## src/hfb_pkg.sv

```systemverilog
package hfb_pkg;

  // ---------------------------------------------------------------
  // timing
  // ---------------------------------------------------------------
  localparam int unsigned CLK_PERIOD_NS         = 100;
  localparam int unsigned MAX_BUS_CLOCK_MHZ     = 133;
  localparam int unsigned RESET_RECOVERY_NS     = 1000;
  localparam int unsigned RESET_RECOVERY_CYCLES = (RESET_RECOVERY_NS + CLK_PERIOD_NS - 1) / CLK_PERIOD_NS;
  localparam logic [3:0]  RECOVERY_LOAD         = 4'(RESET_RECOVERY_CYCLES);
  localparam logic [3:0]  RECOVERY_DONE         = 4'h0;

  // ---------------------------------------------------------------
  // bus widths and reset values
  // ---------------------------------------------------------------
  localparam int unsigned ADDR_WIDTH = 8;
  localparam int unsigned DATA_WIDTH = 8;
  localparam logic [7:0]  READ_FILL  = 8'h00;
  localparam logic [7:0]  REG_RESET  = 8'h00;

  // ---------------------------------------------------------------
  // address regions
  // ---------------------------------------------------------------
  localparam logic [7:0] SYNTH0_FIRST = 8'h00;
  localparam logic [7:0] SYNTH0_LAST  = 8'h1f;
  localparam logic [7:0] SYNTH1_FIRST = 8'h20;
  localparam logic [7:0] SYNTH1_LAST  = 8'h3f;
  localparam logic [7:0] TWIP_FIRST   = 8'h40;
  localparam logic [7:0] TWIP_LAST    = 8'h49;
  localparam logic [7:0] TWIS_FIRST   = 8'h4a;
  localparam logic [7:0] TWIS_LAST    = 8'h53;
  localparam logic [7:0] SPI_FIRST    = 8'h54;
  localparam logic [7:0] SPI_LAST     = 8'h5d;
  localparam logic [7:0] TIMER_FIRST  = 8'h5e;
  localparam logic [7:0] TIMER_LAST   = 8'h6f;
  localparam logic [7:0] NVCS_FIRST   = 8'h70;
  localparam logic [7:0] NVCS_LAST    = 8'h75;
  localparam logic [7:0] IRQSRC_FIRST = 8'h76;
  localparam logic [7:0] IRQSRC_LAST  = 8'h77;
  localparam int unsigned REG_COUNT   = int'(IRQSRC_LAST) + 1;

  // ---------------------------------------------------------------
  // types
  // ---------------------------------------------------------------
  typedef enum logic [8:0] {
    REGION_NONE   = 9'h001,
    REGION_SYNTH0 = 9'h002,
    REGION_SYNTH1 = 9'h004,
    REGION_TWIP   = 9'h008,
    REGION_TWIS   = 9'h010,
    REGION_SPI    = 9'h020,
    REGION_TIMER  = 9'h040,
    REGION_NVCS   = 9'h080,
    REGION_IRQSRC = 9'h100
  } hfb_region_e;

  typedef enum logic [2:0] {
    ST_IDLE = 3'h1,
    ST_ACK  = 3'h2,
    ST_HOLD = 3'h4
  } hfb_state_e;

  typedef struct packed {
    logic       cyc;
    logic       stb;
    logic       we;
    logic [7:0] adr;
    logic [7:0] wdat;
  } hfb_req_s;

  typedef struct packed {
    logic       en;
    logic [7:0] adr;
    logic [7:0] data;
  } hfb_wr_s;

endpackage

```

## src/hfb_region_decode.sv

```systemverilog
`timescale 1ns/100ps
module hfb_region_decode import hfb_pkg::*; (
  input  wire logic        synth1_present_in,
  input  wire logic [7:0]  address_in,
  output hfb_region_e      region_out,
  output logic             valid_out
);

  // ---------------------------------------------------------------
  // region lookup
  // ---------------------------------------------------------------
  function automatic hfb_region_e region_of(input logic [7:0] a, input logic synth1_on);
    hfb_region_e r;
    r = REGION_NONE;
    if (a <= SYNTH0_LAST) begin
      r = REGION_SYNTH0;
    end else if (a >= SYNTH1_FIRST && a <= SYNTH1_LAST) begin
      r = synth1_on ? REGION_SYNTH1 : REGION_NONE;
    end else if (a >= TWIP_FIRST && a <= TWIP_LAST) begin
      r = REGION_TWIP;
    end else if (a >= TWIS_FIRST && a <= TWIS_LAST) begin
      r = REGION_TWIS;
    end else if (a >= SPI_FIRST && a <= SPI_LAST) begin
      r = REGION_SPI;
    end else if (a >= TIMER_FIRST && a <= TIMER_LAST) begin
      r = REGION_TIMER;
    end else if (a >= NVCS_FIRST && a <= NVCS_LAST) begin
      r = REGION_NVCS;
    end else if (a >= IRQSRC_FIRST && a <= IRQSRC_LAST) begin
      r = REGION_IRQSRC;
    end
    return r;
  endfunction

  always_comb begin
    region_out = region_of(address_in, synth1_present_in);
    valid_out  = (region_out != REGION_NONE);
  end

endmodule // hfb_region_decode

```

## src/hfb_reg_store.sv

```systemverilog
`timescale 1ns/100ps
module hfb_reg_store import hfb_pkg::*; (
  input  wire logic        sys_clk_in,
  input  wire logic        rst_n_in,
  input  wire hfb_wr_s     write_in,
  input  wire logic [7:0]  read_address_in,
  output logic [7:0]       read_data_out
);

  logic [7:0] mem [REG_COUNT];

  // ---------------------------------------------------------------
  // byte registers, cleared only at power-on reset
  // ---------------------------------------------------------------
  generate
    for (genvar i = 0; i < REG_COUNT; i++) begin : g_byte
      always_ff @(posedge sys_clk_in or negedge rst_n_in) begin
        if (!rst_n_in) begin
          mem[i] <= REG_RESET;
        end else if (write_in.en && write_in.adr == 8'(i)) begin
          mem[i] <= write_in.data;
        end
      end
    end
  endgenerate

  always_comb begin
    if (read_address_in <= IRQSRC_LAST) begin
      read_data_out = mem[read_address_in[6:0]];
    end else begin
      read_data_out = READ_FILL;
    end
  end

endmodule // hfb_reg_store

```

## src/hfb_wishbone_port.sv

```systemverilog
// Operation
// all logic registers on rising edge of one bus clock, up to 133 MHz
// bus reset is synchronous, aborts transfers, clears only interface logic
// master waits 1 us after bus reset release before next transfer
// bus reset may be held any length; port recovers on release
// cycle-valid and strobe both high are answered with acknowledge
// write-enable low reads, high writes; held steady for the cycle
// 8-bit address picks one register; one byte moves per cycle
// 0x00-0x1F first synth, 0x20-0x3F second synth when present
// fixed byte regions for serial, timer, store and interrupt source
// undefined addresses still get acknowledge; their read data is undefined
// master keeps to defined address regions
// classic single cycles only; no tags, no byte selects
// master drives address, data, write-enable, cycle-valid, strobe together
// write takes at least three edges: setup, decode, completion
// port may add wait states; master holds outputs until acknowledge
// write data captured into register on the acknowledged edge
// master drops strobe on completion; port drops acknowledge in reply
// read takes at least three edges with write-enable low
// read data valid while acknowledge high; master captures it then
// master drops cycle-valid and strobe at once on acknowledge
// user arbiter passes only winning master's signals to the port
// bus clock at least 7.5x two-wire rate, twice serial clock
// one acknowledge per strobe; no repeat until strobe drops and rises
`timescale 1ns/100ps
module hfb_wishbone_port import hfb_pkg::*; #(
  parameter logic SECOND_SYNTH_PRESENT = 1'b1
) (
  input  wire logic        sys_clk_in,
  input  wire logic        rst_n_in,
  input  wire logic        bus_reset_in,
  input  wire logic        cycle_valid_in,
  input  wire logic        strobe_in,
  input  wire logic        write_enable_in,
  input  wire logic [7:0]  register_address_in,
  input  wire logic [7:0]  write_data_in,
  output logic [7:0]       read_data_out,
  output logic             transfer_ack_out,
  output logic [8:0]       region_select_out,
  output logic             bus_ready_out
);

  // ---------------------------------------------------------------
  // request bundle
  // ---------------------------------------------------------------
  hfb_req_s    req;
  hfb_wr_s     wr;
  hfb_state_e  state;
  hfb_state_e  next_state;
  hfb_region_e region;
  logic        region_valid;
  logic        request;
  logic [7:0]  store_rdata;
  logic [7:0]  read_data;
  hfb_region_e region_sel;
  logic [3:0]  recovery;

  always_comb begin
    req.cyc  = cycle_valid_in;
    req.stb  = strobe_in;
    req.we   = write_enable_in;
    req.adr  = register_address_in;
    req.wdat = write_data_in;
    request  = req.cyc && req.stb;
  end

  // ---------------------------------------------------------------
  // address decode and register store
  // ---------------------------------------------------------------
  hfb_region_decode u_decode (
    .synth1_present_in (SECOND_SYNTH_PRESENT),
    .address_in        (req.adr),
    .region_out        (region),
    .valid_out         (region_valid)
  );

  hfb_reg_store u_store (
    .sys_clk_in      (sys_clk_in),
    .rst_n_in        (rst_n_in),
    .write_in        (wr),
    .read_address_in (req.adr),
    .read_data_out   (store_rdata)
  );

  // ---------------------------------------------------------------
  // transfer state machine
  // ---------------------------------------------------------------
  always_comb begin
    next_state = state;
    case (state)
      ST_IDLE: begin
        if (request) begin
          next_state = ST_ACK;
        end
      end
      ST_ACK: begin
        if (request) begin
          next_state = ST_HOLD;
        end else begin
          next_state = ST_IDLE;
        end
      end
      ST_HOLD: begin
        if (!req.stb) begin
          next_state = ST_IDLE;
        end
      end
      default: begin
        next_state = ST_IDLE;
      end
    endcase
  end

  always_ff @(posedge sys_clk_in or negedge rst_n_in) begin
    if (!rst_n_in) begin
      state <= ST_IDLE;
    end else if (bus_reset_in) begin
      state <= ST_IDLE;
    end else begin
      state <= next_state;
    end
  end

  assign transfer_ack_out = (state == ST_ACK);

  hold_entry_a: assert property (
    @(posedge sys_clk_in) disable iff (!rst_n_in || bus_reset_in)
    (transfer_ack_out && request) |=> state == ST_HOLD
  ) else $error("strobe held after acknowledge not parked");

  hold_exit_a: assert property (
    @(posedge sys_clk_in) disable iff (!rst_n_in)
    (state == ST_HOLD && !req.stb) |=> state == ST_IDLE
  ) else $error("dropped strobe did not free the port");

  idle_quiet_a: assert property (
    @(posedge sys_clk_in) disable iff (!rst_n_in)
    (state == ST_IDLE && !request) |=> !transfer_ack_out
  ) else $error("acknowledge without a request");

  // ---------------------------------------------------------------
  // write path
  // ---------------------------------------------------------------
  always_comb begin
    wr.en   = (state == ST_ACK) && request && req.we && region_valid && !bus_reset_in;
    wr.adr  = req.adr;
    wr.data = req.wdat;
  end

  write_guard_a: assert property (
    @(posedge sys_clk_in) disable iff (!rst_n_in)
    (!region_valid || !req.we || bus_reset_in) |-> !wr.en
  ) else $error("store written by a blocked access");

  write_edge_a: assert property (
    @(posedge sys_clk_in) disable iff (!rst_n_in)
    wr.en |-> $past(state == ST_IDLE && request)
  ) else $error("store written without a decode edge");

  // ---------------------------------------------------------------
  // read path
  // ---------------------------------------------------------------
  always_ff @(posedge sys_clk_in or negedge rst_n_in) begin
    if (!rst_n_in) begin
      read_data <= READ_FILL;
    end else if (bus_reset_in) begin
      read_data <= READ_FILL;
    end else if (state == ST_IDLE && request && !req.we) begin
      read_data <= region_valid ? store_rdata : READ_FILL;
    end
  end

  assign read_data_out = read_data;

  read_load_a: assert property (
    @(posedge sys_clk_in) disable iff (!rst_n_in || bus_reset_in)
    (state == ST_IDLE && request && !req.we && region_valid) |=> read_data_out == $past(store_rdata)
  ) else $error("read byte not loaded");

  undef_fill_a: assert property (
    @(posedge sys_clk_in) disable iff (!rst_n_in || bus_reset_in)
    (state == ST_IDLE && request && !req.we && !region_valid) |=> read_data_out == READ_FILL
  ) else $error("undefined read not filled");

  read_hold_a: assert property (
    @(posedge sys_clk_in) disable iff (!rst_n_in || bus_reset_in)
    !(state == ST_IDLE && request && !req.we) |=> $stable(read_data_out)
  ) else $error("read byte changed without a read");

  // ---------------------------------------------------------------
  // region of the last access
  // ---------------------------------------------------------------
  always_ff @(posedge sys_clk_in or negedge rst_n_in) begin
    if (!rst_n_in) begin
      region_sel <= REGION_NONE;
    end else if (bus_reset_in) begin
      region_sel <= REGION_NONE;
    end else if (state == ST_IDLE && request) begin
      region_sel <= region;
    end
  end

  assign region_select_out = region_sel;

  region_load_a: assert property (
    @(posedge sys_clk_in) disable iff (!rst_n_in || bus_reset_in)
    (state == ST_IDLE && request) |=> region_select_out == $past(region)
  ) else $error("region of access not recorded");

  region_hold_a: assert property (
    @(posedge sys_clk_in) disable iff (!rst_n_in || bus_reset_in)
    !(state == ST_IDLE && request) |=> $stable(region_select_out)
  ) else $error("region changed without an access");

  synth1_map_a: assert property (
    @(posedge sys_clk_in) disable iff (!rst_n_in)
    (req.adr >= SYNTH1_FIRST && req.adr <= SYNTH1_LAST) |-> ((region == REGION_SYNTH1) == SECOND_SYNTH_PRESENT)
  ) else $error("second synth region decoded wrongly");

  // ---------------------------------------------------------------
  // recovery window after bus reset
  // ---------------------------------------------------------------
  always_ff @(posedge sys_clk_in or negedge rst_n_in) begin
    if (!rst_n_in) begin
      recovery <= RECOVERY_DONE;
    end else if (bus_reset_in) begin
      recovery <= RECOVERY_LOAD;
    end else if (recovery != RECOVERY_DONE) begin
      recovery <= recovery - 4'h1;
    end
  end

  assign bus_ready_out = !bus_reset_in && (recovery == RECOVERY_DONE);

  reset_busy_a: assert property (
    @(posedge sys_clk_in) disable iff (!rst_n_in)
    bus_reset_in |-> !bus_ready_out
  ) else $error("ready shown during bus reset");

  reset_clear_a: assert property (
    @(posedge sys_clk_in) disable iff (!rst_n_in)
    bus_reset_in |=> read_data_out == READ_FILL && region_select_out == REGION_NONE
  ) else $error("bus reset left interface outputs set");

  recovery_step_a: assert property (
    @(posedge sys_clk_in) disable iff (!rst_n_in || bus_reset_in)
    (recovery != RECOVERY_DONE && !bus_reset_in) |=> recovery == $past(recovery) - 4'h1
  ) else $error("recovery count did not step");

  // ---------------------------------------------------------------
  // checks
  // ---------------------------------------------------------------
  ack_on_strobe_a: assert property (
    @(posedge sys_clk_in) disable iff (!rst_n_in || bus_reset_in)
    (state == ST_IDLE && request) |=> transfer_ack_out
  ) else $error("strobe not acknowledged");

  ack_has_cause_a: assert property (
    @(posedge sys_clk_in) disable iff (!rst_n_in)
    transfer_ack_out |-> $past(request) && !$past(bus_reset_in)
  ) else $error("acknowledge without prior strobe");

  single_ack_a: assert property (
    @(posedge sys_clk_in) disable iff (!rst_n_in)
    transfer_ack_out |=> !transfer_ack_out
  ) else $error("acknowledge repeated");

  hold_no_ack_a: assert property (
    @(posedge sys_clk_in) disable iff (!rst_n_in || bus_reset_in)
    (transfer_ack_out && request) ##1 req.stb [*2] |-> !transfer_ack_out
  ) else $error("acknowledge while strobe held");

  reset_clears_ack_a: assert property (
    @(posedge sys_clk_in) disable iff (!rst_n_in)
    bus_reset_in |=> !transfer_ack_out && state == ST_IDLE
  ) else $error("bus reset left transfer active");

  reset_keeps_regs_a: assert property (
    @(posedge sys_clk_in) disable iff (!rst_n_in)
    (bus_reset_in && $stable(req.adr)) |=> store_rdata == $past(store_rdata) || $changed(req.adr)
  ) else $error("bus reset changed register contents");

  undefined_ack_a: assert property (
    @(posedge sys_clk_in) disable iff (!rst_n_in || bus_reset_in)
    (state == ST_IDLE && request && !region_valid) |=> transfer_ack_out ##1 !transfer_ack_out
  ) else $error("undefined address not acknowledged");

  write_on_ack_a: assert property (
    @(posedge sys_clk_in) disable iff (!rst_n_in)
    wr.en |-> transfer_ack_out && req.we && $past(request)
  ) else $error("write outside acknowledged edge");

  write_lands_a: assert property (
    @(posedge sys_clk_in) disable iff (!rst_n_in || bus_reset_in)
    (wr.en ##2 (request && !req.we && req.adr == $past(req.adr, 2) && state == ST_IDLE))
      |=> read_data_out == $past(req.wdat, 3)
  ) else $error("written byte not read back");

  read_data_valid_a: assert property (
    @(posedge sys_clk_in) disable iff (!rst_n_in)
    (transfer_ack_out && !req.we && $past(region_valid)) |-> read_data_out == $past(store_rdata)
  ) else $error("read data wrong during acknowledge");

  recovery_window_a: assert property (
    @(posedge sys_clk_in) disable iff (!rst_n_in)
    $fell(bus_reset_in) |-> !bus_ready_out [*8] ##1 !bus_ready_out [*2] ##1 bus_ready_out
  ) else $error("recovery window length wrong");

endmodule // hfb_wishbone_port

```

## config.mk

```make
export PLATFORM = sky130hd
export DESIGN_NAME = hfb_wishbone_port
export DESIGN_NICKNAME = d
export VERILOG_FILES = /design/src/hfb_pkg.sv /design/src/hfb_region_decode.sv /design/src/hfb_reg_store.sv /design/src/hfb_wishbone_port.sv
export SDC_FILE = /design/constraint.sdc
export NUM_CORES = 1
export LEC_CHECK = 0
export ABC_AREA = 1
export BUFFER_PORTS_ARGS = -buffer_cell sky130_fd_sc_hd__buf_2
export CORE_MARGIN = 5
export CORE_UTILIZATION = 53
export CTS_CLUSTER_SIZE = 25
export DETAILED_ROUTE_END_ITERATION = 16
export GPL_ROUTABILITY_DRIVEN = 0
export PLACE_DENSITY_LB_ADDON = 0.3
export SLEW_MARGIN = 20
export SYNTH_ARGS = -nofsm -noshare
export SYNTH_HDL_FRONTEND = slang
export SYNTH_HIERARCHICAL = 1
export SYNTH_SLANG_ARGS = --single-unit
```

## constraint.sdc

```tcl
create_clock -name sys_clk_in -period 2.5 [get_ports sys_clk_in]
set_input_delay 0.25 -clock sys_clk_in [delete_from_list [all_inputs] [get_ports sys_clk_in]]
set_output_delay 0.25 -clock sys_clk_in [all_outputs]
set_load 0.05 [all_outputs]
```

## After elaboration in Yosys (flattened, before gate mapping)

Index checks and enable logic that the tools add are counted.
W data, S select, Z words.

| word-level totals | value |
|---|---|
| input port bits | 22 |
| word-level logic and storage cells | 435 |
| output and inout bits | 19 |
| bits in registers | 984 |

| operators by class | value |
|---|---|
| $lt $le $gt $ge | 16 |
| bitwise gates (word level) | 1 |
| reductions and logical operators | 144 |
| equality and inequality tests | 125 |
| add/sub/neg operators | 1 |
| mux-type cells | 24 |

Operator list:

| operator | number |
|---|---|
| $eq A8 B7 Y1 const B | 56 |
| $eq A8 B6 Y1 const B | 32 |
| $logic_and A1 B1 Y1 | 135 |
| $eq A8 B5 Y1 const B | 16 |
| $mux W9 | 10 |
| $eq A8 B4 Y1 const B | 8 |
| $bmux W8 S7 | 1 |
| $ge A8 B7 Y1 const B | 6 |
| $le A8 B7 Y1 const B | 6 |
| $mux W8 | 6 |
| $eq A8 B3 Y1 const B | 4 |
| $eq A8 B2 Y1 const B | 2 |
| $mux W3 | 4 |
| $ne A9 B1 Y1 const B | 1 |
| $pmux W3 S3 | 1 |
| $eq A8 B1 Y1 const B | 1 |
| $ge A8 B6 Y1 const B | 1 |
| $ge A8 B8 Y1 const B | 1 |
| $le A8 B5 Y1 const B | 1 |
| $le A8 B6 Y1 const B | 1 |
| $logic_not A8 Y1 | 1 |
| $mux W4 | 2 |
| $not A7 Y8 | 1 |
| $ne A3 B3 Y1 const B | 2 |
| 9 further kinds | 12 |

## Longest topological paths before layout

Gate-level depths: netlist (run 1).

| logic depth | value |
|---|---|
| word-level depth | 14 |
| depth in mapped cells | 19 |
| mapped depth without buffers | 17 |

## Modules after synthesis

Netlist (run 1), hierarchy kept.

Modules (own cells, without submodules):

| module | area each (um2) | seq. area each (um2) | cells each | instances |
|---|---|---|---|---|
| hfb_reg_store | 44107.3 | 24023.0 | 5699 | 1 |
| hfb_wishbone_port | 1148.6 | 603.1 | 140 | 1 |
| hfb_region_decode | 207.7 | 0.0 | 45 | 1 |

## Worst setup path after synthesis (run 1)

OpenSTA, ideal clock, no wires.

| timing | value |
|---|---|
| path kind | flip-flop to flip-flop |
| from | reg state[2] |
| to | reg u_store/mem[517] (netlist name) |
| data required time | 2.367 ns |
| buffers on the path | 1 |
| period minus slack after synthesis | 3.259 ns |
| data arrival time | 3.126 ns |
| library setup time | 0.133 ns |
| path slack | -0.759 ns |
| cell stages (with the launch flop) | 10 |
| cell sequence | dfrtp_1 -> nor3_1 -> nand2_1 -> nor2_1 -> inv_1 -> nor3_1 -> nand2_1 -> clkbuf_1 -> nand2_1 -> o21ai_0 |

RTL lines:

| item | RTL line | text |
|---|---|---|
| start: declaration | hfb_wishbone_port.sv:48 | `hfb_state_e state;` |
| start signal: assignment | hfb_wishbone_port.sv:120 | `state <= next_state;` |
| end signal: indexed assignment | hfb_reg_store.sv:21 | `mem[i] <= write_in.data;` |
| end: declaration | hfb_reg_store.sv:10 | `logic [7:0] mem [REG_COUNT];` |

==> flow_summary.json, run 1 <==
{
  "yosys.area.top_type": "dfrtp_1",
  "crit_type": "in -> reg",
  "syn_area_mm2": 0.0455,
  "use_met3_pct": 5.28,
  "hold_slack_ps": 68.6,
  "critical_path_arrival_ps": 2990,
  "synth_fa_ha_area_share_pct": 0.0275,
  "critPathMaxStageDelay_ps": 530,
  "drt-total-wl_um": 140000,
  "hold_viol": 0,
  "area_delta_synth_final_pct": 17.2,
  "diodes": 0,
  "setup_viol": 0,
  "route.vias.total": 41600,
  "final_cell_mix": "nand2_1 (2321), o21ai_0 (1016), dfrtp_1 (981)",
  "final_common_cell": "nand2_1",
  "die_height_um": 303,
  "skew_ps": 36.8,
  "grtUsageMet2_pct": 46.2,
  "cts.sinks": 984,
  "slew_viol_final": 0,
  "dieWidth_um": 303,
  "core-area_mm2": 0.0851,
  "tritoncts": "done",
  "required_ps": 3030,
  "critPathLaunchType": "input port",
  "wl_per_cell_um": 19.5,
  "worstMarginPinSlew_ps": 661,
  "grt_util_all_layers_pct": 30.4,
  "grt_pass1_wl_um": 222000,
  "rsz0062_at_grt": "yes",
  "muxShareOfSynthArea_pct": 0,
  "drv_cap": 0,
  "ant_nets": 0,
  "postCtsSetupBuffers": 0,
  "layout-drive-gt1-share_pct": 9.68,
  "ys_top_cells_by_area": "dfrtp_1 (54%), nand2_1 (19%), o21ai_0 (11%)",
  "grt_max_degree": 86,
  "grt_pass1_vias": 39200,
  "avgSynthCellArea_um2": 7.73,
  "synthXorXnorAreaFrac_pct": 0.0193,
  "grt_use_met1_pct": 43.7,
  "relSlewSlack_pct": 55.9,
  "min-delay-path-class": "in -> reg",
  "port_buffers": 40,
  "cp_cell_sequence": "dlygate4sd3_1, buf_2, inv_2, o21ai_2, nand2_1, o21ai_2, inv_2, nand3_1, nor2_2, buf_6, clkinvlp_4, nor3_2, buf_4, nand2_1, buf_4, nand2_1, o21ai_0",
  "rows": 107,
  "antenna_found_initial": 2,
  "fin_nets": 5960,
  "timing.critical_path.buf_inv": 8,
  "globalRoute.busiestLayer": "met2",
  "min_period_ps": 2460,
  "critPathTopFamily": "buffers and inverters",
  "max_clock_freq_mhz": 406,
  "cts_buffer_depth": 3,
  "ys.warnings.count": 6,
  "htreeDepth": 3,
  "cts-root-buf": "clkbuf_16",
  "postPlaceCellArea_mm2": 0.0496,
  "drt_iter0_markers": 5322,
  "initial_utilization_pct": 53.4,
  "worstPathMaxFanout": 16,
  "synth_top_area_share_pct": 54.1,
  "p_leak_nw": 24.7,
  "ys_ff_latch": 984,
  "p_per_area_mw_per_mm2": 649,
  "io_pins": 41,
  "hpwl_um": 88300,
  "stdcell_area_mm2": 0.0533,
  "seq_area_frac_synth_pct": 54.2,
  "synthDistinctLibCells": 31,
  "cp_common_cell": "nand2_1",
  "endpoint_kind": "register",
  "numCtsBuffers": 101,
  "via_per_inst": 5.81,
  "status": "finished, final reports clean",
  "dieArea_mm2": 0.0917,
  "syn-instance-count": 5884,
  "drc": 0,
  "dr.pass1.iters": 7,
  "dp_cells": 6964,
  "vdd_drop_max_mv": 0.573,
  "clkLatencyLatePin_ps": 680,
  "post-route-period-util_pct": 98.5,
  "synth-compound-area-share_pct": 11.9,
  "clkTransAtPathRegs_ps": 60,
  "grt_remaining_overflow": 0,
  "synth_top_family_by_area": "simple AND/OR/NAND/NOR gates",
  "yosys.area_share.simple_pct": 28.8,
  "layout.cells.non_filler": 7164,
  "cpMaxStageDelayCell": "dlygate4sd3_1"
}
## report_power, final
part / switching [mW] / internal (mW) / leakage, nW
combinational: 1.92 / 0.711 / 9.36
clock: 6.43 / 9.57 / 1.75
sequential: 0.0180 / 15.9 / 13.6
total: 8.36 / 26.2 / 24.7
## flip-flops by register name, summed over array words and instances (netlist names)
name and count:
u_store/mem 960, region_select_out 9, read_data_out 8, recovery 4, state 3
## cells in the mapped netlist, drive strengths merged
cell type,instances
conb,1
clkinv,11
inv,166
clkbuf,382
nand2,2321
o211ai,20
o21ai,1021
nand3,677
buf,49
xnor2,1
dfstp,2
o21bai,1
a21oi,25
ha,1
o31ai,1
or2,5
nor2,184
nor3,18
nand4,14
nor4,2
dfrtp,982
## layout make-up
class | instances | area, µm²
Clock inverter | 31 | 454
Fill cell | 7193 | 31800
Clock buffer | 155 | 3100
Timing Repair Buffer | 380 | 4400
Sequential cell | 984 | 24600
Inverter | 177 | 703
Multi-Input combinational cell | 4293 | 18600
Tap cell | 1144 | 1430
## metrics by stage
| step | utilization [%] | setup slack [ps] | power [mW] | TNS [ps] |
|---|---|---|---|---|
| after floorplan | - | -98.2 | 17.5 | -17320 |
| after global placement | 58.2 | -71.6 | 18.8 | -1890 |
| after detailed placement | 58.2 | -89.0 | 18.8 | -2480 |
| after CTS | 62.5 | 19.4 | 34.7 | 0 |
| after global routing | 62.6 | -29.7 | 35.7 | -211 |
| final | 62.6 | 37.5 | 34.6 | 0 |
## cell families after synthesis
family          count (synthesis)
compound gates               1068
other cells                     1
buf+inv                       608
flops                         984
xor+xnor                        1
fa+ha+maj                       1
simple gates                 3221
## metal layers
metal,wire (µm),up-vias
met3,13200,360
met5,33,-
met2,61700,2054
li1,-,19200
met1,58900,20000
met4,6130,4
## worst paths after layout
| kind | from | to | slack (ps) | depth (start not counted) |
|---|---|---|---|---|
| worst max register to register | state[2] | u_store/mem[907] | 40 | 11 |
| min in group asynchronous | rst_n_in | u_store/mem[108] | 110 | 2 |
| worst max-delay path | register_address_in[7] | u_store/mem[907] | 40 | 17 |
| worst min register to register | region_select_out[6] | region_select_out[6] | 470 | 2 |
| max in group asynchronous | rst_n_in | read_data_out[7] | 1450 | 4 |
| worst min-delay path | register_address_in[6] | region_select_out[1] | 70 | 5 |
## what timing repair did
action	4_1_cts	5_1_grt
gates resized for setup	1	12
hold buffers	14	0
cloned	0	0
hold endpoints to repair	274	0
pin swaps	0	2
endpoints found under the setup margin	1	229
## worst min-delay path, cell delays in order
cell,delay [ps]
buf_2,100
buf_4,190
nor3_1,70
nand2_1,60
nand2_1,50
(Power assumes the default switching activity.)
==> run 2: changes to the inputs <==
==> constraint.sdc (replaced) <==
create_clock -name sys_clk_in -period 2.5 [get_ports sys_clk_in]
set_input_delay 0.75 -clock sys_clk_in [delete_from_list [all_inputs] [get_ports sys_clk_in]]
set_output_delay 0.75 -clock sys_clk_in [all_outputs]
set_load 0.05 [all_outputs]
==> flow_summary.json, run 2 (synthesis gave the netlist of run 1 again) <==
{
  "initial_utilization_pct": 53.4,
  "skew_ps": 12.9,
  "fillers": 7163,
  "slew_viol_final": 0,
  "clkLatencyLatePin_ps": 680,
  "numCtsBuffers": 102,
  "endpoint_kind": "output port",
  "min_period_ps": 2460,
  "cts_buffer_depth": 3,
  "route.vias.total": 41800,
  "grt_util_all_layers_pct": 31.0,
  "crit_type": "reg -> out",
  "timing.critical_path.buf_inv": 2,
  "post-route-period-util_pct": 98.3,
  "tns_ps": 0,
  "final_common_cell": "nand2_1",
  "layout-drive-gt1-share_pct": 11.3,
  "die_height_um": 303,
  "ff_latch_area_mm2": 0.0246,
  "port_buffers": 40,
  "relSlewSlack_pct": 60.0,
  "status": "finished, final reports clean",
  "grt_remaining_overflow": 0,
  "dp_cells": 7051,
  "multi_input_area_mm2": 0.0186,
  "p_per_area_mw_per_mm2": 653,
  "min-delay-path-class": "in -> reg",
  "dieArea_mm2": 0.0917,
  "tritoncts": "done",
  "grt_pass1_vias": 40000,
  "rsz0062_at_grt": "yes",
  "dieWidth_um": 303,
  "drt_iter0_markers": 4567,
  "setup_viol": 0,
  "critPathMaxStageDelay_ps": 400,
  "required_ps": 1750,
  "vdd_drop_max_mv": 0.602,
  "critPathTopFamily": "flip-flops",
  "critical_path_arrival_ps": 1710,
  "hold_viol": 0,
  "grt_pass1_wl_um": 225000,
  "place_ws_ps": -400,
  "final_cell_mix": "nand2_1 (2314), o21ai_0 (1017), dfrtp_1 (982)",
  "layout.cells.non_filler": 7244,
  "worstMarginPinSlew_ps": 600,
  "dr.pass1.iters": 6,
  "wl_per_cell_um": 19.5,
  "largest_reg_flops": 960,
  "p_leak_nw": 25.2,
  "antenna_found_initial": 2,
  "finalWorstSetupSlack_ps": 42.4,
  "design_power_total_mw": 35.3,
  "clkTransAtPathRegs_ps": 60,
  "drc": 0,
  "grt_max_degree": 84,
  "area_delta_synth_final_pct": 18.8,
  "rows": 107,
  "regMostFlops": "u_store/mem",
  "fin_nets": 6036,
  "max_clock_freq_mhz": 407,
  "cpMaxStageDelayCell": "dfrtp_1",
  "hold_slack_ps": 380,
  "hpwl_um": 92100,
  "ant_nets": 0,
  "cp_cell_sequence": "inv_2, ha_4, nand2_1, nor2_2, buf_6",
  "via_per_inst": 5.77,
  "htreeDepth": 3,
  "critPathLaunchType": "register",
  "worstPathMaxFanout": 3,
  "io_pins": 41,
  "drt-total-wl_um": 142000,
  "cts.sinks": 984,
  "cts-root-buf": "clkbuf_16",
  "drv_cap": 0,
  "core-area_mm2": 0.0851
}
-- run 2: cell count changes in the layout (fill, tap and decap cells not counted), sizes merged --
cell and change:
bufinv +7, inv +2, clkinvlp +2, clkinv +6, buf +87, clkbuf -14, dlygate4sd3 -13, diode +3
-- run 2: cell type report --
cell class / instances / share of cell area, %
flip-flops and latches: 984 / 45.6
multi-input cells: 4293 / 34.5
repair buffers: 455 / 9.15
clock buffers: 140 / 5.47
well taps: 1144 / 2.65
clock inverters: 48 / 1.32
inverters: 177 / 1.30
diodes: 3 / 0.0139
-- run 2: tightest hold or removal path, stage by stage --
cell and delay (ps):
buf_2 100, nand4_1 110, nand2_1 50
-- run 2: worst paths after layout --
check	endpoint	slack, ps	cells after the start	from
max reg2reg	u_store/mem[606]	50	10	state[2]
max in group asynchronous	u_store/mem[411]	990	3	rst_n_in
min in group asynchronous	u_store/mem[121]	570	2	rst_n_in
min	state[2]	380	3	strobe_in
max	bus_ready_out	40	5	recovery[0]
min reg2reg	region_select_out[3]	470	2	region_select_out[3]
-- run 2: report_power, final --
group	switching (mW)	total [mW]	internal (mW)
combinational	1.96	2.77	0.809
sequential	0.0197	16.0	15.9
clock	6.51	16.5	10.0
total	8.49	35.3	26.8
-- run 2: per-layer routing --
metal	up-vias	routed length (µm)	share of wire [%]	global-route usage (%)
met4	2	6650	4.7	13.7
met3	388	13800	9.7	6.42
met2	2043	62500	44	47.0
li1	19400	-	-	-
met1	20000	58500	41	43.4
met5	-	19	0.013	0
-- run 2: what timing repair did --
| action | 4_1_cts | 5_1_grt |
|---|---|---|
| pin swaps | 2 | 1 |
| setup buffers | 1 | 0 |
| setup endpoints to repair | 1 | 20 |
| hold buffers | 1 | 0 |
| gates resized for setup | 8 | 0 |
| endpoints found under the hold margin | 7 | 0 |
-- run 2: through the flow --
stage / utilization, % / instance area, µm²
after floorplan: - / 45600
after global placement: 59.1 / 50300
after detailed placement: 59.1 / 50300
after CTS: 63.4 / 54000
after global routing: 63.4 / 54000
final: 63.4 / 54000
